$ cat src/design/aoc_pkg.sv
// Constants and states of the converter output and calibration control.
// How it works
// - Each sample leaves on the output word exactly 28 sample cycles after capture.
// - Reference select low chooses the internal reference, high the external one.
// - Clock-halving select low halves the sample rate, high passes it through.
// - The calibration reset line is active low; low holds the block in reset.
// - After power-up the block drives the line low while trimming, and releases it for the settle cycles before calibration finishes.
// - Start-up calibration trims offset before normal samples are delivered; gain comes from the trim register. SAMPLE_WORD keeps updating; FIFO writes wait.
// - An external low on the line after power-up restarts reset and calibration.
// - Two's-complement select low gives two's complement, high gives straight binary.
// - The sample word is eight bits wide, bit 0 least and bit 7 most significant.
// - Two output codings exist: two's complement and straight binary.
// - The halving divider toggles on rising edges only, giving an even duty cycle.
// - Reset, halving and coding inputs default to their inactive level when open.
package aoc_pkg;

  localparam int          SAMPLE_W      = 8;
  localparam int          LATENCY       = 28;
  localparam int          PIPE_STAGES   = 24;
  localparam int          FIFO_DEPTH    = 16;
  localparam int          FIFO_W        = SAMPLE_W + 1;
  localparam int          CAL_LOG2      = 8;
  localparam int          SETTLE_CYCLES = 4;
  localparam int          CNT_W         = 16;

  localparam logic [7:0]  MID_CODE      = 8'h80;
  localparam logic [7:0]  GAIN_UNITY    = 8'h80;
  localparam int          GAIN_SHIFT    = 7;

  // Pin defaults applied in reset, as an open input would read.
  localparam logic        PIN_DEFAULT   = 1'b1;

  // Register byte offsets.
  localparam logic [3:0]  OFS_CTRL      = 4'h0;
  localparam logic [3:0]  OFS_STATUS    = 4'h4;
  localparam logic [3:0]  OFS_TRIM      = 4'h8;
  localparam logic [3:0]  OFS_DATA      = 4'hc;

  // Field positions.
  localparam int          CTRL_RECAL    = 0;
  localparam int          CTRL_FIFO_EN  = 1;
  localparam int          ST_CAL        = 0;
  localparam int          ST_NEMPTY     = 1;
  localparam int          ST_FULL       = 2;
  localparam int          ST_OVF        = 3;
  localparam int          ST_EXT_REF    = 4;
  localparam int          ST_HALVE      = 5;
  localparam int          DATA_VALID    = 31;

  localparam logic        FIFO_EN_RST   = 1'b1;

  typedef enum logic [1:0] {
    CAL_HOLD,
    CAL_RUN_TRIM,
    CAL_SETTLE,
    CAL_DONE
  } aoc_cal_state_t;

endpackage

$ cat src/design/aoc_fifo.sv
// Sample FIFO with registered read side and valid/ready on both sides.
`timescale 1ns/1ps
module aoc_fifo #(
  parameter int W     = 9,
  parameter int DEPTH = 16
) (
  input  wire logic         CLK,
  input  wire logic         RST_N,
  input  wire logic         IN_VALID,
  output logic              IN_READY,
  input  wire logic [W-1:0] IN_DATA,
  output logic              OUT_VALID,
  input  wire logic         OUT_READY,
  output logic      [W-1:0] OUT_DATA
);

  localparam int AW = $clog2(DEPTH);

  logic [W-1:0] mem_r [DEPTH];
  logic [AW-1:0] wp_r, wp_nxt, rp_r, rp_nxt;
  logic [AW:0]   cnt_r, cnt_nxt;
  logic          ov_r, ov_nxt;
  logic [W-1:0]  od_r, od_nxt;
  logic          push, pop;

  assign IN_READY  = (cnt_r != DEPTH[AW:0]);
  assign OUT_VALID = ov_r;
  assign OUT_DATA  = od_r;

  always_comb begin
    push    = IN_VALID && IN_READY;
    pop     = (cnt_r != '0) && (!ov_r || OUT_READY);
    wp_nxt  = push ? wp_r + 1'b1 : wp_r;
    rp_nxt  = pop ? rp_r + 1'b1 : rp_r;
    cnt_nxt = cnt_r + {{AW{1'b0}}, push} - {{AW{1'b0}}, pop};
    ov_nxt  = pop ? 1'b1 : (OUT_READY ? 1'b0 : ov_r);
    od_nxt  = pop ? mem_r[rp_r] : od_r;
  end

  always_ff @(posedge CLK) begin
    if (!RST_N) begin
      wp_r  <= '0;
      rp_r  <= '0;
      cnt_r <= '0;
      ov_r  <= 1'b0;
      od_r  <= '0;
    end else begin
      wp_r  <= wp_nxt;
      rp_r  <= rp_nxt;
      cnt_r <= cnt_nxt;
      ov_r  <= ov_nxt;
      od_r  <= od_nxt;
    end
  end

  always_ff @(posedge CLK) begin
    if (push) begin
      mem_r[wp_r] <= IN_DATA;
    end
  end

endmodule // aoc_fifo

$ cat src/design/aoc_pin_sync.sv
// Three-stage synchroniser for pin inputs with agreement filter.
`timescale 1ns/1ps
module aoc_pin_sync #(
  parameter int         W       = 1,
  parameter logic [W-1:0] RST_VAL = '0
) (
  input  wire logic         CLK,
  input  wire logic         RST_N,
  input  wire logic [W-1:0] PIN_IN,
  output logic      [W-1:0] PIN_OUT
);

  logic [W-1:0] s1_r, s2_r, s3_r, out_r;
  logic [W-1:0] out_nxt;

  // A bit changes only once the second and third stages agree.
  always_comb begin
    out_nxt = (s3_r & ~(s2_r ^ s3_r)) | (out_r & (s2_r ^ s3_r));
  end

  always_ff @(posedge CLK) begin
    if (!RST_N) begin
      s1_r  <= RST_VAL;
      s2_r  <= RST_VAL;
      s3_r  <= RST_VAL;
      out_r <= RST_VAL;
    end else begin
      s1_r  <= PIN_IN;
      s2_r  <= s1_r;
      s3_r  <= s2_r;
      out_r <= out_nxt;
    end
  end

  assign PIN_OUT = out_r;

endmodule // aoc_pin_sync

$ cat src/design/aoc_top.sv
// Output, coding, clock halving and calibration control of the converter.
`timescale 1ns/1ps
module aoc_top #(
  parameter int CAL_LOG2 = aoc_pkg::CAL_LOG2,
  parameter int LATENCY  = aoc_pkg::LATENCY
) (
  input  wire logic        CLK,
  input  wire logic        RST_N,
  input  wire logic [7:0]  CONV_CODE,
  input  wire logic        CONV_OVER_RANGE,
  input  wire logic        CAL_RESET_N_I,
  output logic             CAL_RESET_N_O,
  output logic             CAL_RESET_N_OE,
  input  wire logic        CLOCK_HALVING_SELECT_N,
  input  wire logic        TWOS_COMPLEMENT_SELECT_N,
  input  wire logic        REFERENCE_SOURCE_SELECT,
  output logic             REFERENCE_USE_EXTERNAL,
  output logic [7:0]       SAMPLE_WORD,
  output logic             OVER_RANGE_FLAG,
  output logic             SAMPLE_CLOCK_OUT,
  output logic             CALIBRATING,
  input  wire logic        HSEL,
  input  wire logic [31:0] HADDR,
  input  wire logic [1:0]  HTRANS,
  input  wire logic        HWRITE,
  input  wire logic [2:0]  HSIZE,
  input  wire logic [31:0] HWDATA,
  input  wire logic        HREADY,
  output logic [31:0]      HRDATA,
  output logic             HREADYOUT,
  output logic             HRESP
);

  // ----------------------------------------------------------------
  // Pin synchronisers
  // ----------------------------------------------------------------
  logic [3:0] pins_s;
  logic       rst_pin_s, halve_n_s, twos_n_s, ext_ref_s;

  aoc_pin_sync #(
    .W       (4),
    .RST_VAL ({4{aoc_pkg::PIN_DEFAULT}})
  ) u_sync (
    .CLK     (CLK),
    .RST_N   (RST_N),
    .PIN_IN  ({CAL_RESET_N_I, CLOCK_HALVING_SELECT_N,
               TWOS_COMPLEMENT_SELECT_N, REFERENCE_SOURCE_SELECT}),
    .PIN_OUT (pins_s)
  );

  assign rst_pin_s = pins_s[3];
  assign halve_n_s = pins_s[2];
  assign twos_n_s  = pins_s[1];
  assign ext_ref_s = pins_s[0];

  // ----------------------------------------------------------------
  // Sample rate divider
  // ----------------------------------------------------------------
  logic tog_r, tog_nxt, smp_en;

  always_comb begin
    tog_nxt = ~tog_r;
    smp_en  = halve_n_s ? 1'b1 : tog_r;
  end

  // ----------------------------------------------------------------
  // Calibration control
  // ----------------------------------------------------------------
  localparam int ACC_W = aoc_pkg::SAMPLE_W + CAL_LOG2 + 2;

  aoc_pkg::aoc_cal_state_t cst_r, cst_nxt;
  logic [aoc_pkg::CNT_W-1:0] ccnt_r, ccnt_nxt;
  logic signed [ACC_W-1:0]   acc_r, acc_nxt;
  logic signed [7:0]         ofs_r, ofs_nxt;
  logic                      recal_req;
  logic signed [ACC_W-1:0]   dev;
  logic signed [ACC_W-1:0]   acc_sh;

  always_comb begin
    cst_nxt  = cst_r;
    ccnt_nxt = ccnt_r;
    acc_nxt  = acc_r;
    ofs_nxt  = ofs_r;
    dev      = ACC_W'($signed({1'b0, CONV_CODE}))
             - ACC_W'($signed({1'b0, aoc_pkg::MID_CODE}));
    acc_sh   = acc_r >>> CAL_LOG2;
    unique case (cst_r)
      aoc_pkg::CAL_HOLD: begin
        ccnt_nxt = '0;
        acc_nxt  = '0;
        if (rst_pin_s) begin
          cst_nxt = aoc_pkg::CAL_RUN_TRIM;
        end
      end
      aoc_pkg::CAL_RUN_TRIM: begin
        if (smp_en) begin
          acc_nxt  = acc_r + dev;
          ccnt_nxt = ccnt_r + 1'b1;
          if (ccnt_r == aoc_pkg::CNT_W'((1 << CAL_LOG2) - 1)) begin
            cst_nxt  = aoc_pkg::CAL_SETTLE;
            ccnt_nxt = '0;
          end
        end
      end
      aoc_pkg::CAL_SETTLE: begin
        ofs_nxt  = acc_sh[7:0];
        ccnt_nxt = ccnt_r + 1'b1;
        if (ccnt_r == aoc_pkg::CNT_W'(aoc_pkg::SETTLE_CYCLES - 1)) begin
          cst_nxt = aoc_pkg::CAL_DONE;
        end
      end
      aoc_pkg::CAL_DONE: begin
        if (!rst_pin_s || recal_req) begin
          cst_nxt = aoc_pkg::CAL_HOLD;
        end
      end
    endcase
  end

  // The line is pulled low while trimming and is never driven high.
  // The settle time lets its synchronised read-back return high first.
  assign CAL_RESET_N_O  = 1'b0;
  assign CAL_RESET_N_OE = (cst_r == aoc_pkg::CAL_RUN_TRIM);
  assign CALIBRATING    = (cst_r != aoc_pkg::CAL_DONE);

  // ----------------------------------------------------------------
  // Conversion pipeline and output stage
  // ----------------------------------------------------------------
  logic [8:0] pipe_r   [LATENCY-1];
  logic [8:0] pipe_nxt [LATENCY-1];

  genvar gi;
  generate
    for (gi = 0; gi < LATENCY - 1; gi++) begin : g_pipe
      always_comb begin
        if (!smp_en) begin
          pipe_nxt[gi] = pipe_r[gi];
        end else if (gi == 0) begin
          pipe_nxt[gi] = {CONV_OVER_RANGE, CONV_CODE};
        end else begin
          pipe_nxt[gi] = pipe_r[(gi == 0) ? 0 : gi - 1];
        end
      end
      always_ff @(posedge CLK) begin
        if (!RST_N) begin
          pipe_r[gi] <= '0;
        end else begin
          pipe_r[gi] <= pipe_nxt[gi];
        end
      end
    end
  endgenerate

  logic [7:0]         gain_r, gain_nxt;
  logic signed [17:0] corr;
  logic [7:0]         code_c;
  logic               or_c;
  logic [7:0]         word_r, word_nxt;
  logic               orf_r, orf_nxt, sco_r, sco_nxt, ext_r;
  logic [8:0]         tail;

  always_comb begin
    tail = pipe_r[LATENCY-2];
    corr = (18'($signed({1'b0, tail[7:0]}))
          - 18'($signed({1'b0, aoc_pkg::MID_CODE}))
          - 18'(ofs_r)) * 18'($signed({1'b0, gain_r}));
    corr = (corr >>> aoc_pkg::GAIN_SHIFT)
         + 18'($signed({1'b0, aoc_pkg::MID_CODE}));
    or_c = tail[8];
    if (corr < 0) begin
      code_c = 8'h00;
      or_c   = 1'b1;
    end else if (corr > 18'sd255) begin
      code_c = 8'hff;
      or_c   = 1'b1;
    end else begin
      code_c = corr[7:0];
    end
    word_nxt = word_r;
    orf_nxt  = orf_r;
    sco_nxt  = 1'b0;
    if (smp_en) begin
      word_nxt = twos_n_s ? code_c
                          : {~code_c[7], code_c[6:0]};
      orf_nxt  = or_c;
      sco_nxt  = 1'b1;
    end
  end

  assign SAMPLE_WORD            = word_r;
  assign OVER_RANGE_FLAG        = orf_r;
  assign SAMPLE_CLOCK_OUT       = sco_r;
  assign REFERENCE_USE_EXTERNAL = ext_r;

  // ----------------------------------------------------------------
  // Sample FIFO
  // ----------------------------------------------------------------
  logic       fifo_en_r, fifo_en_nxt, fin_ready, fout_valid, fout_ready;
  logic [8:0] fout_data;

  aoc_fifo #(
    .W     (aoc_pkg::FIFO_W),
    .DEPTH (aoc_pkg::FIFO_DEPTH)
  ) u_fifo (
    .CLK       (CLK),
    .RST_N     (RST_N),
    .IN_VALID  (sco_r && fifo_en_r && !CALIBRATING),
    .IN_READY  (fin_ready),
    .IN_DATA   ({orf_r, word_r}),
    .OUT_VALID (fout_valid),
    .OUT_READY (fout_ready),
    .OUT_DATA  (fout_data)
  );

  // ----------------------------------------------------------------
  // AHB-Lite slave
  // ----------------------------------------------------------------
  logic        acc_ok, wr_pend_r, wr_pend_nxt, ovf_r, ovf_nxt;
  logic [3:0]  wadr_r, wadr_nxt;
  logic [31:0] rdata_r, rdata_nxt;
  logic        w_ctrl, w_stat, w_trim;

  always_comb begin
    acc_ok      = HSEL && HTRANS[1] && HREADY;
    wr_pend_nxt = acc_ok && HWRITE;
    wadr_nxt    = acc_ok ? HADDR[3:0] : wadr_r;
    fout_ready  = acc_ok && !HWRITE && (HADDR[3:0] == aoc_pkg::OFS_DATA);
    w_ctrl      = wr_pend_r && (wadr_r == aoc_pkg::OFS_CTRL);
    w_stat      = wr_pend_r && (wadr_r == aoc_pkg::OFS_STATUS);
    w_trim      = wr_pend_r && (wadr_r == aoc_pkg::OFS_TRIM);
    recal_req   = w_ctrl && HWDATA[aoc_pkg::CTRL_RECAL];
    fifo_en_nxt = w_ctrl ? HWDATA[aoc_pkg::CTRL_FIFO_EN] : fifo_en_r;
    gain_nxt    = w_trim ? HWDATA[15:8] : gain_r;
    ovf_nxt     = ovf_r;
    if (w_stat && HWDATA[aoc_pkg::ST_OVF]) begin
      ovf_nxt = 1'b0;
    end
    if (sco_r && fifo_en_r && !CALIBRATING && !fin_ready) begin
      ovf_nxt = 1'b1;
    end
    rdata_nxt = 32'h0000_0000;
    if (acc_ok && !HWRITE) begin
      unique case (HADDR[3:0])
        aoc_pkg::OFS_CTRL:   rdata_nxt[aoc_pkg::CTRL_FIFO_EN] = fifo_en_r;
        aoc_pkg::OFS_STATUS: begin
          rdata_nxt[aoc_pkg::ST_CAL]     = CALIBRATING;
          rdata_nxt[aoc_pkg::ST_NEMPTY]  = fout_valid;
          rdata_nxt[aoc_pkg::ST_FULL]    = !fin_ready;
          rdata_nxt[aoc_pkg::ST_OVF]     = ovf_r;
          rdata_nxt[aoc_pkg::ST_EXT_REF] = ext_r;
          rdata_nxt[aoc_pkg::ST_HALVE]   = !halve_n_s;
        end
        aoc_pkg::OFS_TRIM:   rdata_nxt[15:0] = {gain_r, ofs_r};
        aoc_pkg::OFS_DATA:   rdata_nxt = {fout_valid, 22'h000000, fout_data};
        default:             rdata_nxt = 32'h0000_0000;
      endcase
    end
  end

  assign HRDATA    = rdata_r;
  assign HREADYOUT = 1'b1;
  assign HRESP     = 1'b0;

  // ----------------------------------------------------------------
  // State registers
  // ----------------------------------------------------------------
  always_ff @(posedge CLK) begin
    if (!RST_N) begin
      tog_r     <= 1'b0;
      cst_r     <= aoc_pkg::CAL_HOLD;
      ccnt_r    <= '0;
      acc_r     <= '0;
      ofs_r     <= '0;
      gain_r    <= aoc_pkg::GAIN_UNITY;
      word_r    <= 8'h00;
      orf_r     <= 1'b0;
      sco_r     <= 1'b0;
      ext_r     <= aoc_pkg::PIN_DEFAULT;
      fifo_en_r <= aoc_pkg::FIFO_EN_RST;
      ovf_r     <= 1'b0;
      wr_pend_r <= 1'b0;
      wadr_r    <= 4'h0;
      rdata_r   <= 32'h0000_0000;
    end else begin
      tog_r     <= tog_nxt;
      cst_r     <= cst_nxt;
      ccnt_r    <= ccnt_nxt;
      acc_r     <= acc_nxt;
      ofs_r     <= ofs_nxt;
      gain_r    <= gain_nxt;
      word_r    <= word_nxt;
      orf_r     <= orf_nxt;
      sco_r     <= sco_nxt;
      ext_r     <= ext_ref_s;
      fifo_en_r <= fifo_en_nxt;
      ovf_r     <= ovf_nxt;
      wr_pend_r <= wr_pend_nxt;
      wadr_r    <= wadr_nxt;
      rdata_r   <= rdata_nxt;
    end
  end

endmodule // aoc_top

$ cat config.mk
export PLATFORM = sky130hd
export DESIGN_NAME = aoc_top
export DESIGN_NICKNAME = d
export VERILOG_FILES = /design/src/design/aoc_pkg.sv /design/src/design/aoc_fifo.sv /design/src/design/aoc_pin_sync.sv /design/src/design/aoc_top.sv
export SDC_FILE = /design/constraint.sdc
export NUM_CORES = 1
export LEC_CHECK = 0
export ABC_AREA = 1
export BUFFER_PORTS_ARGS = -buffer_cell sky130_fd_sc_hd__buf_2
export CORE_MARGIN = 1
export CORE_UTILIZATION = 57
export CTS_BUF_LIST = sky130_fd_sc_hd__clkbuf_8
export CTS_CLUSTER_DIAMETER = 80
export DETAILED_ROUTE_END_ITERATION = 12
export PLACE_DENSITY = 0.83
export REMOVE_ABC_BUFFERS = 1
export SLEW_MARGIN = 40
export SYNTH_ARGS = -nofsm -noshare
export SYNTH_HDL_FRONTEND = slang
export SYNTH_SLANG_ARGS = --single-unit
$ cat constraint.sdc
create_clock -name CLK -period 6.05 [get_ports CLK]
set_input_delay 0.605 -clock CLK [delete_from_list [all_inputs] [get_ports CLK]]
set_output_delay 0.605 -clock CLK [all_outputs]
set_load 0.05 [all_outputs]
==> results.md, run 1 <==
- Worst setup margin: -0.09997 ns
- Vias in the first global route: 18430
- CTS sink count: 512
- Cell Area, Synth: 23180 um^2
- Core ar.: 39910 um^2
- Gate power share: 33.9%
- Die height: 203.7 um
- Worst slew pin tran: 0.8570 ns
- Flop pwr share: 38.6%
- Routed len/inst: 15.52 um
- F_max: 162.6 MHz
- Mux share of post-synthesis cell area: 0%
- GRT Util Overall: 25.33%
- Buffers and inverters on the worst path: 6
- Crit path time final: 6.150 ns
- Post-route insts no fill: 3382
- DIE AREA: 41480 um^2
- Routing usage on met1: 30.17%
- Synth Area in Compound Gates: 13.90%
- Async SR Flop Fraction: 0%
- CP required: 6.55 ns
- Yosys reg bits: 512
- Crit-path max FO: 7
- Post-synthesis simple-gate area fraction: 18.56%
- Worst path slowest cell: fa_1
- Largest family of logic cells by synthesized area: simple AND/OR/NAND/NOR gates
- Element type at the critical path start: flop
- Root buf cell: clkbuf_8
- Crit share post-route: 101.7%
- HPWL after DPL: 33.42 mm
- CTS Hold Bufs: 0
- CTS tree: done
- Net Sw Frac: 35.27%
- Peak supply drop: 244.2 uV
- EDFF count, synth: 144
- Io pins: 135
- Die X: 203.7 um
- Pre-CTS WS: -0.4128 ns
- Max Clock Skew: 0.02015 ns
- Cell variety after synth: 57
- Gr busiest metal: met2
- Worst path max stage delay: 0.54 ns
- Int Pwr: 6570 uW
- Vias per std cell: 5.538
- Max-cap viol count: 0
- Cell row count: 73
- Number of buffers created by CTS: 80
- Layout cells sized above 1: 14.67%
- First-pass GRT wire length: 86.02 mm
- Via count: 18730
- CP most frequent cell: nand2_1
- Final Hold Fails: 0
- Adder-cell share of the synthesized area: 9.413%
- Failing checks: setup timing
- Placed insts: 3226
- Worst slew margin: 42.66%
- Status: finished with violations
- Synth Area per Inst: 8.579 um^2
- H-tree levels: 3
- Yosys warns: 0
- Layout area overhead: 13.14%
- Worst skew pair latency: 0.65 ns
- Final WL: 52.48 mm
- Iter 0 DRT Violations: 1540
- Residual DRC: 0
- DRT antenna net count: 0
- Cell leakage power: 0.01193 uW
- Gpl congestion: 0.8874
- M3 GR Usage: 4.874%
- Arr. time, crit path: 6.65 ns
- Met2 Use GR: 43.91%
- Clk pin slew, worst setup/hold paths: 0.06 ns
- Pin count of the biggest net entering global routing: 201
- Pins Over Slew Limit: 0
- Post-synth top flop: dfxtp_1
- Global route overflow: 0
- Count of final setup violators: 8
- CP top delay family: adder cells
- Pwr dens: 387.0 nW/um^2
- Worst hold margin: 0.1451 ns
- Most frequent cells in the layout: nor2_1 (642), dfxtp_1 (365), o21ai_0 (365), inv_1 (253), nand2_1 (216)
- Unrepaired setup endpoints after global routing: yes
- Cells after synthesis: 2702
- Fin util: 65.71%
- Initial antenna violation count: 0
- Antenna Diode Count: 0
- Commonest non-fill, non-tap cell in the layout: nor2_1
- XOR/XNOR Fraction of Synth Area: 0.8312%
- Initial Utilization: 58.08%
- Seq/Total Area, Yosys: 50.43%
- Clock share of power: 27.5%
- 1st-pass router iterations: 5
- Kind of critical path: reg -> reg
- Worst hold path class: in -> reg
- Buffer depth of the longest clock path: 3
- PnR Total Power: 10150 uW
- Final nets: 3020
- Switching pwr: 3580 uW
- Element type at the critical path end: flop
- IO Port Bufs: 63
- Reg-to-reg slack, setup: -0.1 ns
==> power by group through the flow <==
stage | clock network, uW | registers (uW) | logic, uW
2_1_floorplan | 0 | 4050 | 1870
3_3_place_gp | 0 | 3970 | 2810
3_5_place_dp | 0 | 3990 | 2950
4_1_cts | 2830 | 3920 | 3130
5_1_grt | 3000 | 3930 | 3770
6_report | 2790 | 3920 | 3440
==> layer usage <==
metal	vias to the layer above	routed length, um	part of all wire (%)
met3	157	3217	6.1
met5	-	0	0
met1	8936	20850	40
met4	0	2063	3.9
met2	611	26340	50
li1	9026	-	-
==> cell usage after synthesis (3+ instances only) <==
master	n	area, um^2
buf_4	21	157.7
a21oi_2	9	78.83
o21ai_0	369	1847
nor4_1	3	18.77
edfxtp_1	144	4324
nand3_1	52	260.3
a31oi_1	10	62.56
ha_1	80	1001
inv_1	231	867.1
nand2_2	19	118.9
nor3_1	26	130.1
nor3_2	4	40.04
o211ai_1	29	217.7
a21o_1	6	45.04
nand2_1	232	870.8
clkinv_1	4	15.01
or2_2	20	125.1
a211oi_1	3	22.52
xnor2_1	10	87.58
nand2_4	4	45.04
xor2_1	12	105.1
clkbuf_1	125	469.2
nor2_1	662	2485
nand4_1	10	62.56
fa_1	59	1181
o221ai_1	18	157.7
o22ai_1	19	118.9
inv_2	4	15.01
buf_2	6	30.03
and3_1	3	18.77
a21oi_1	103	515.5
dfxtp_1	368	7367
==> cells by family after synthesis <==
group,Yosys count
simple gates,1047
other cells,2
fa+ha+maj,139
flops,512
xor+xnor,22
buf+inv,395
compound gates,585
==> cell type report <==
type                    count  area [um^2]
repair buffers            150         1022
clock buffers              95         1308
inverters                 239        902.1
multi-input cells        1811        10400
flip-flops and latches    512        11700
well taps                 525        656.9
fillers                  2971        13690
clock inverters            50        247.7
==> per-stage QoR <==
step	area, um^2	setup TNS, ns
finish	26230	-0.6555
global route	26230	-3.412
CTS	25930	0
detailed placement	24140	-3.204
global placement	24130	-1.248
floorplan	22550	-1674.96
==> repair_timing <==
action	in CTS	in global routing
endpoints found under the setup margin	9	9
buffers inserted	4	6
pin swaps	14	46
resized for setup	36	62
==> sequential cells by signal, summed over array words and instances (netlist names), 2 cells and up, named ones only <==
name / count
ofs_r: 8
pipe_r: 243
u_fifo.rp_r: 4
u_fifo.cnt_r: 5
gain_r: 8
u_sync.s2_r: 4
acc_r: 16
u_fifo.mem_r: 144
SAMPLE_WORD: 8
u_sync.s1_r: 4
u_fifo.wp_r: 4
ccnt_r: 16
HRDATA: 17
cst_r: 2
u_sync.s3_r: 4
wadr_r: 4
u_fifo.OUT_DATA: 9
==> final timing paths <==
path,cells after the start,endpoint,from
worst max register to register,38,SAMPLE_WORD[0],ofs_r[2]
worst min register to register,1,u_sync.s2_r[0],u_sync.s1_r[0]
worst max-delay path,38,SAMPLE_WORD[0],ofs_r[2]
worst min-delay path,2,u_sync.s1_r[3],CAL_RESET_N_I
==> worst register-to-register path, delay by kind of cell, from the launching register on <==
family / cells / cell delay (ns)
adders and majority gates: 6 / 2.56
and+or+nand+nor: 20 / 1.84
AOI/OAI and AO/OA: 6 / 0.75
buffers and inverters: 6 / 0.51
DFF: 1 / 0.34
Power figures use the tool's default switching activity.
==> run 2: changes to the inputs <==
ABC_AREA = not set   (was 1)
CORE_MARGIN = not set   (was 1)
SYNTH_HIERARCHICAL = 1   (was not set)
==> results.md, run 2 <==
- Pwr dens: 302.4 nW/um^2 (-22%)
- Hold Path Sink: u_sync/s1_r[3]
- CP required: 6.55 ns (about the same)
- Commonest non-fill, non-tap cell in the layout: nand2_1
- Largest reg by FF count: pipe_r
- Clk pin slew, worst setup/hold paths: 0.07 ns (about the same)
- Worst Hold Launch: CAL_RESET_N_I
- Io pins: 135 (unchanged)
- Async SR Flop Fraction: 0% (unchanged)
- Worst path slowest cell: fa_1
- Iter 0 DRT Violations: 1172 (-24%)
- Global route overflow: 0 (unchanged)
- Most frequent cells in the layout: nand2_1 (561), dfxtp_1 (362), a21boi_0 (245), edfxtp_1 (144), inv_1 (131)
- Status: finished with violations
- Fillers: 2948 (-0.77%)
- Routed len/inst: 15.73 um (+1.4%)
- DIE AREA: 42190 um^2 (+1.7%)
- Pins Over Slew Limit: 0 (unchanged)
- Synth Area per Inst: 10.14 um^2 (+18%)
- Cell leakage power: 0.01021 uW (-14%)
- Gpl congestion: 0.8609 (-3.0%)
- Failing checks: setup timing
- Count leader, synth: nand2_1
- H-tree levels: 3 (unchanged)
- Worst path max stage delay: 0.54 ns (about the same)
- R2R Path End: SAMPLE_WORD[5]
- Max-cap viol count: 0 (unchanged)
- Cells after synthesis: 2325 (-14%)
- Initial antenna violation count: 1 (+1)
- Residual DRC: 0 (unchanged)
- Unrepaired setup endpoints after global routing: yes
- Final nets: 2671 (-12%)
- Arr. time, crit path: 7.52 ns (+0.87 ns)
- Placed inst area: 24830 um^2 (+2.9%)
- Root buf cell: clkbuf_8
- Reg2reg start: ofs_r[1]
- Core ar.: 40830 um^2 (+2.3%)
- Routed length on met3: 2.122 mm (-34%)
- Vias per std cell: 5.423 (-2.1%)
- Setup TNS: -8.229 ns (-7.573 ns)
- Final WL: 47.84 mm (-8.8%)
- Kind of critical path: reg -> reg
- Hold path depth: 2 (unchanged)
- Element type at the critical path end: flop
- Initial Utilization: 57.75% (-0.33 points)
- F_max: 142.6 MHz (-12%)
- Worst slew pin tran: 0.9335 ns (+0.07651 ns)
- Yosys warns: 6 (+6)
- Cell row count: 74 (+1.4%)
- Final Hold Fails: 0 (unchanged)
- R2R depth: 31 (-18%)
- Worst setup margin: -0.9646 ns (-0.8646 ns)
- Count of final setup violators: 9 (+1)
- HPWL after DPL: 30.81 mm (-7.8%)
- Vias in the first global route: 16550 (-10%)
- Die X: 205.4 um (+0.85%)
- Die height: 205.4 um (+0.85%)
- Buffer depth of the longest clock path: 3 (unchanged)
- Element type at the critical path start: flop
- Largest area contributor in the netlist: dfxtp_1
- CTS tree: done
- Antenna Diode Count: 0 (unchanged)
- PnR Total Power: 8083 uW (-20%)
- Crit-path max FO: 7 (unchanged)
- Reg-to-reg slack, setup: -0.96 ns (-0.86 ns)
- Max Clock Skew: 0.01735 ns (-0.002807 ns)
- Met1 Wirelength: 20.73 mm (-0.61%)
- Buffers and inverters on the worst path: 5 (-1)
- First-pass GRT wire length: 79.09 mm (-8.0%)
- Layout area overhead: 13.36%
- Final instance area: 26730 um^2 (+1.9%)
- Worst skew pair latency: 0.63 ns (-0.02 ns)
- Worst hold path class: in -> reg
- Cell variety after synth: 82 (+44%)
- Number of buffers created by CTS: 82 (+2.5%)
- Highest metal used: met5
- DRT antenna net count: 0 (unchanged)
- IO Port Bufs: 63 (unchanged)
- Crit path time final: 7.015 ns (+0.8646 ns)
- Via count: 16490 (-12%)
- GRT Util Overall: 23.25% (-2.1 points)
- CTS Hold Bufs: 0 (unchanged)
- EDFF count, synth: 144 (unchanged)
- Met2 wire length: 23.82 mm (-9.6%)
- Post-synth top flop: dfxtp_1
- Top post-synthesis cells by area: dfxtp_1 (31%), edfxtp_1 (18%), nand2_1 (9.0%), a21boi_0 (7.8%), fa_1 (5.0%)
- Worst slew margin: 37.77% (-4.9 points)
- Pre-CTS WS: -1.260 ns (-0.8473 ns)
- 1st-pass router iterations: 4 (-1)
- Yosys reg bits: 512 (unchanged)
- Sequential Area: 11700 um^2 (about the same)
- CP top delay family: adder cells
- Peak supply drop: 199.0 uV (-18%)
- Top cells by count, synth: nand2_1 (566), dfxtp_1 (368), a21boi_0 (245)
- Cell Area, Synth: 23580 um^2 (+1.7%)
- Layout cells sized above 1: 15.54% (+0.88 points)
- Seq/Total Area, Yosys: 49.58% (-0.85 points)
- Max reg flops: 243 (unchanged)
- Crit share post-route: 115.9% (+14 points)
- CTS sink count: 512 (unchanged)
- Worst hold margin: 0.1634 ns (+0.01836 ns)
- Pin count of the biggest net entering global routing: 250 (+24%)
- Area of the multi-input gates: 11060 um^2 (+6.3%)
- Area fraction of the dominant cell type after synthesis: 31.24% (-0.54 points)
## run 2: cell types whose count changed after synthesis, moves of 28 or more
cell	delta
nor2_1	-582
o21ai_0	-351
nand2_1	+334
a21boi_0	+243
inv_1	-111
a21oi_1	-64
and2_1	+53
nor2b_1	+46
mux2i_1	+41
xnor2_1	+28
## run 2: cell type report
type | instances | share of cell area, %
well taps | 532 | 2.490
clock inverters | 50 | 1.123
inverters | 121 | 1.699
multi-input cells | 1560 | 41.36
flip-flops and latches | 512 | 43.78
clock buffers | 97 | 4.995
repair buffers | 169 | 4.555
## run 2: worst max path at each step
stage | from | to | slack, ns | cells after the start
after CTS | ofs_r[1] | SAMPLE_WORD[5] | -0.87 | 31
after global placement | ofs_r[1] | SAMPLE_WORD[3] | -1.06 | 31
after detailed placement | ofs_r[1] | SAMPLE_WORD[7] | -1.26 | 30
after floorplan | tog_r | ccnt_r[14] | -4.21 | 7
final | ofs_r[1] | SAMPLE_WORD[5] | -0.96 | 31
after global routing | pipe_r[1][90] | SAMPLE_WORD[5] | -1.28 | 32
## run 2: repair_timing
action / 4_1_cts / 5_1_grt
cloned: 0 / 0
buffers inserted: 11 / 2
endpoints found under the setup margin: 9 / 9
pin swaps: 34 / 7
resized for setup: 34 / 8
## run 2: layer usage
metal | vias up | global-route usage (%)
met4 | 2 | 8.492
met3 | 99 | 3.754
li1 | 8005 | -
met2 | 370 | 40.47
met5 | - | 0
met1 | 8016 | 29.04
## run 2: worst reg2reg max path, delay by kind of cell, from the launching register on
kind	cells	cell delay (ns)
compound gates	9	1.74
simple gates	7	1.10
mux	1	0.28
xor+xnor	2	0.40
buf+inv	5	0.35
fa+ha+maj	7	2.68
flops	1	0.33
## run 2: kinds of logic after synthesis
kind of cell,after synthesis,synth area share [%]
other,2,0.03185
AOI/OAI and AO/OA,393,12.22
adders and majority gates,138,9.201
and+or+nand+nor,867,16.17
xor gates and xnor gates,65,2.446
buffers and inverters,269,4.807
DFF,512,49.58
muxes,79,5.545
## run 2: power by group
part | leakage, uW | switching (uW) | total, uW | internal [uW]
Combinational | 0.00497 | 727 | 1320 | 598
Sequential | 0.00431 | 174 | 3860 | 3680
Clock | 0.000923 | 1350 | 2900 | 1560
Total | 0.0102 | 2250 | 8080 | 5840
## run 2: through the flow
stage	util (%)	cells
finish	65.46	3041
global route	65.46	3041
CTS	65.34	3039
detailed placement	60.82	2881
global placement	60.46	2877
floorplan	-	2193
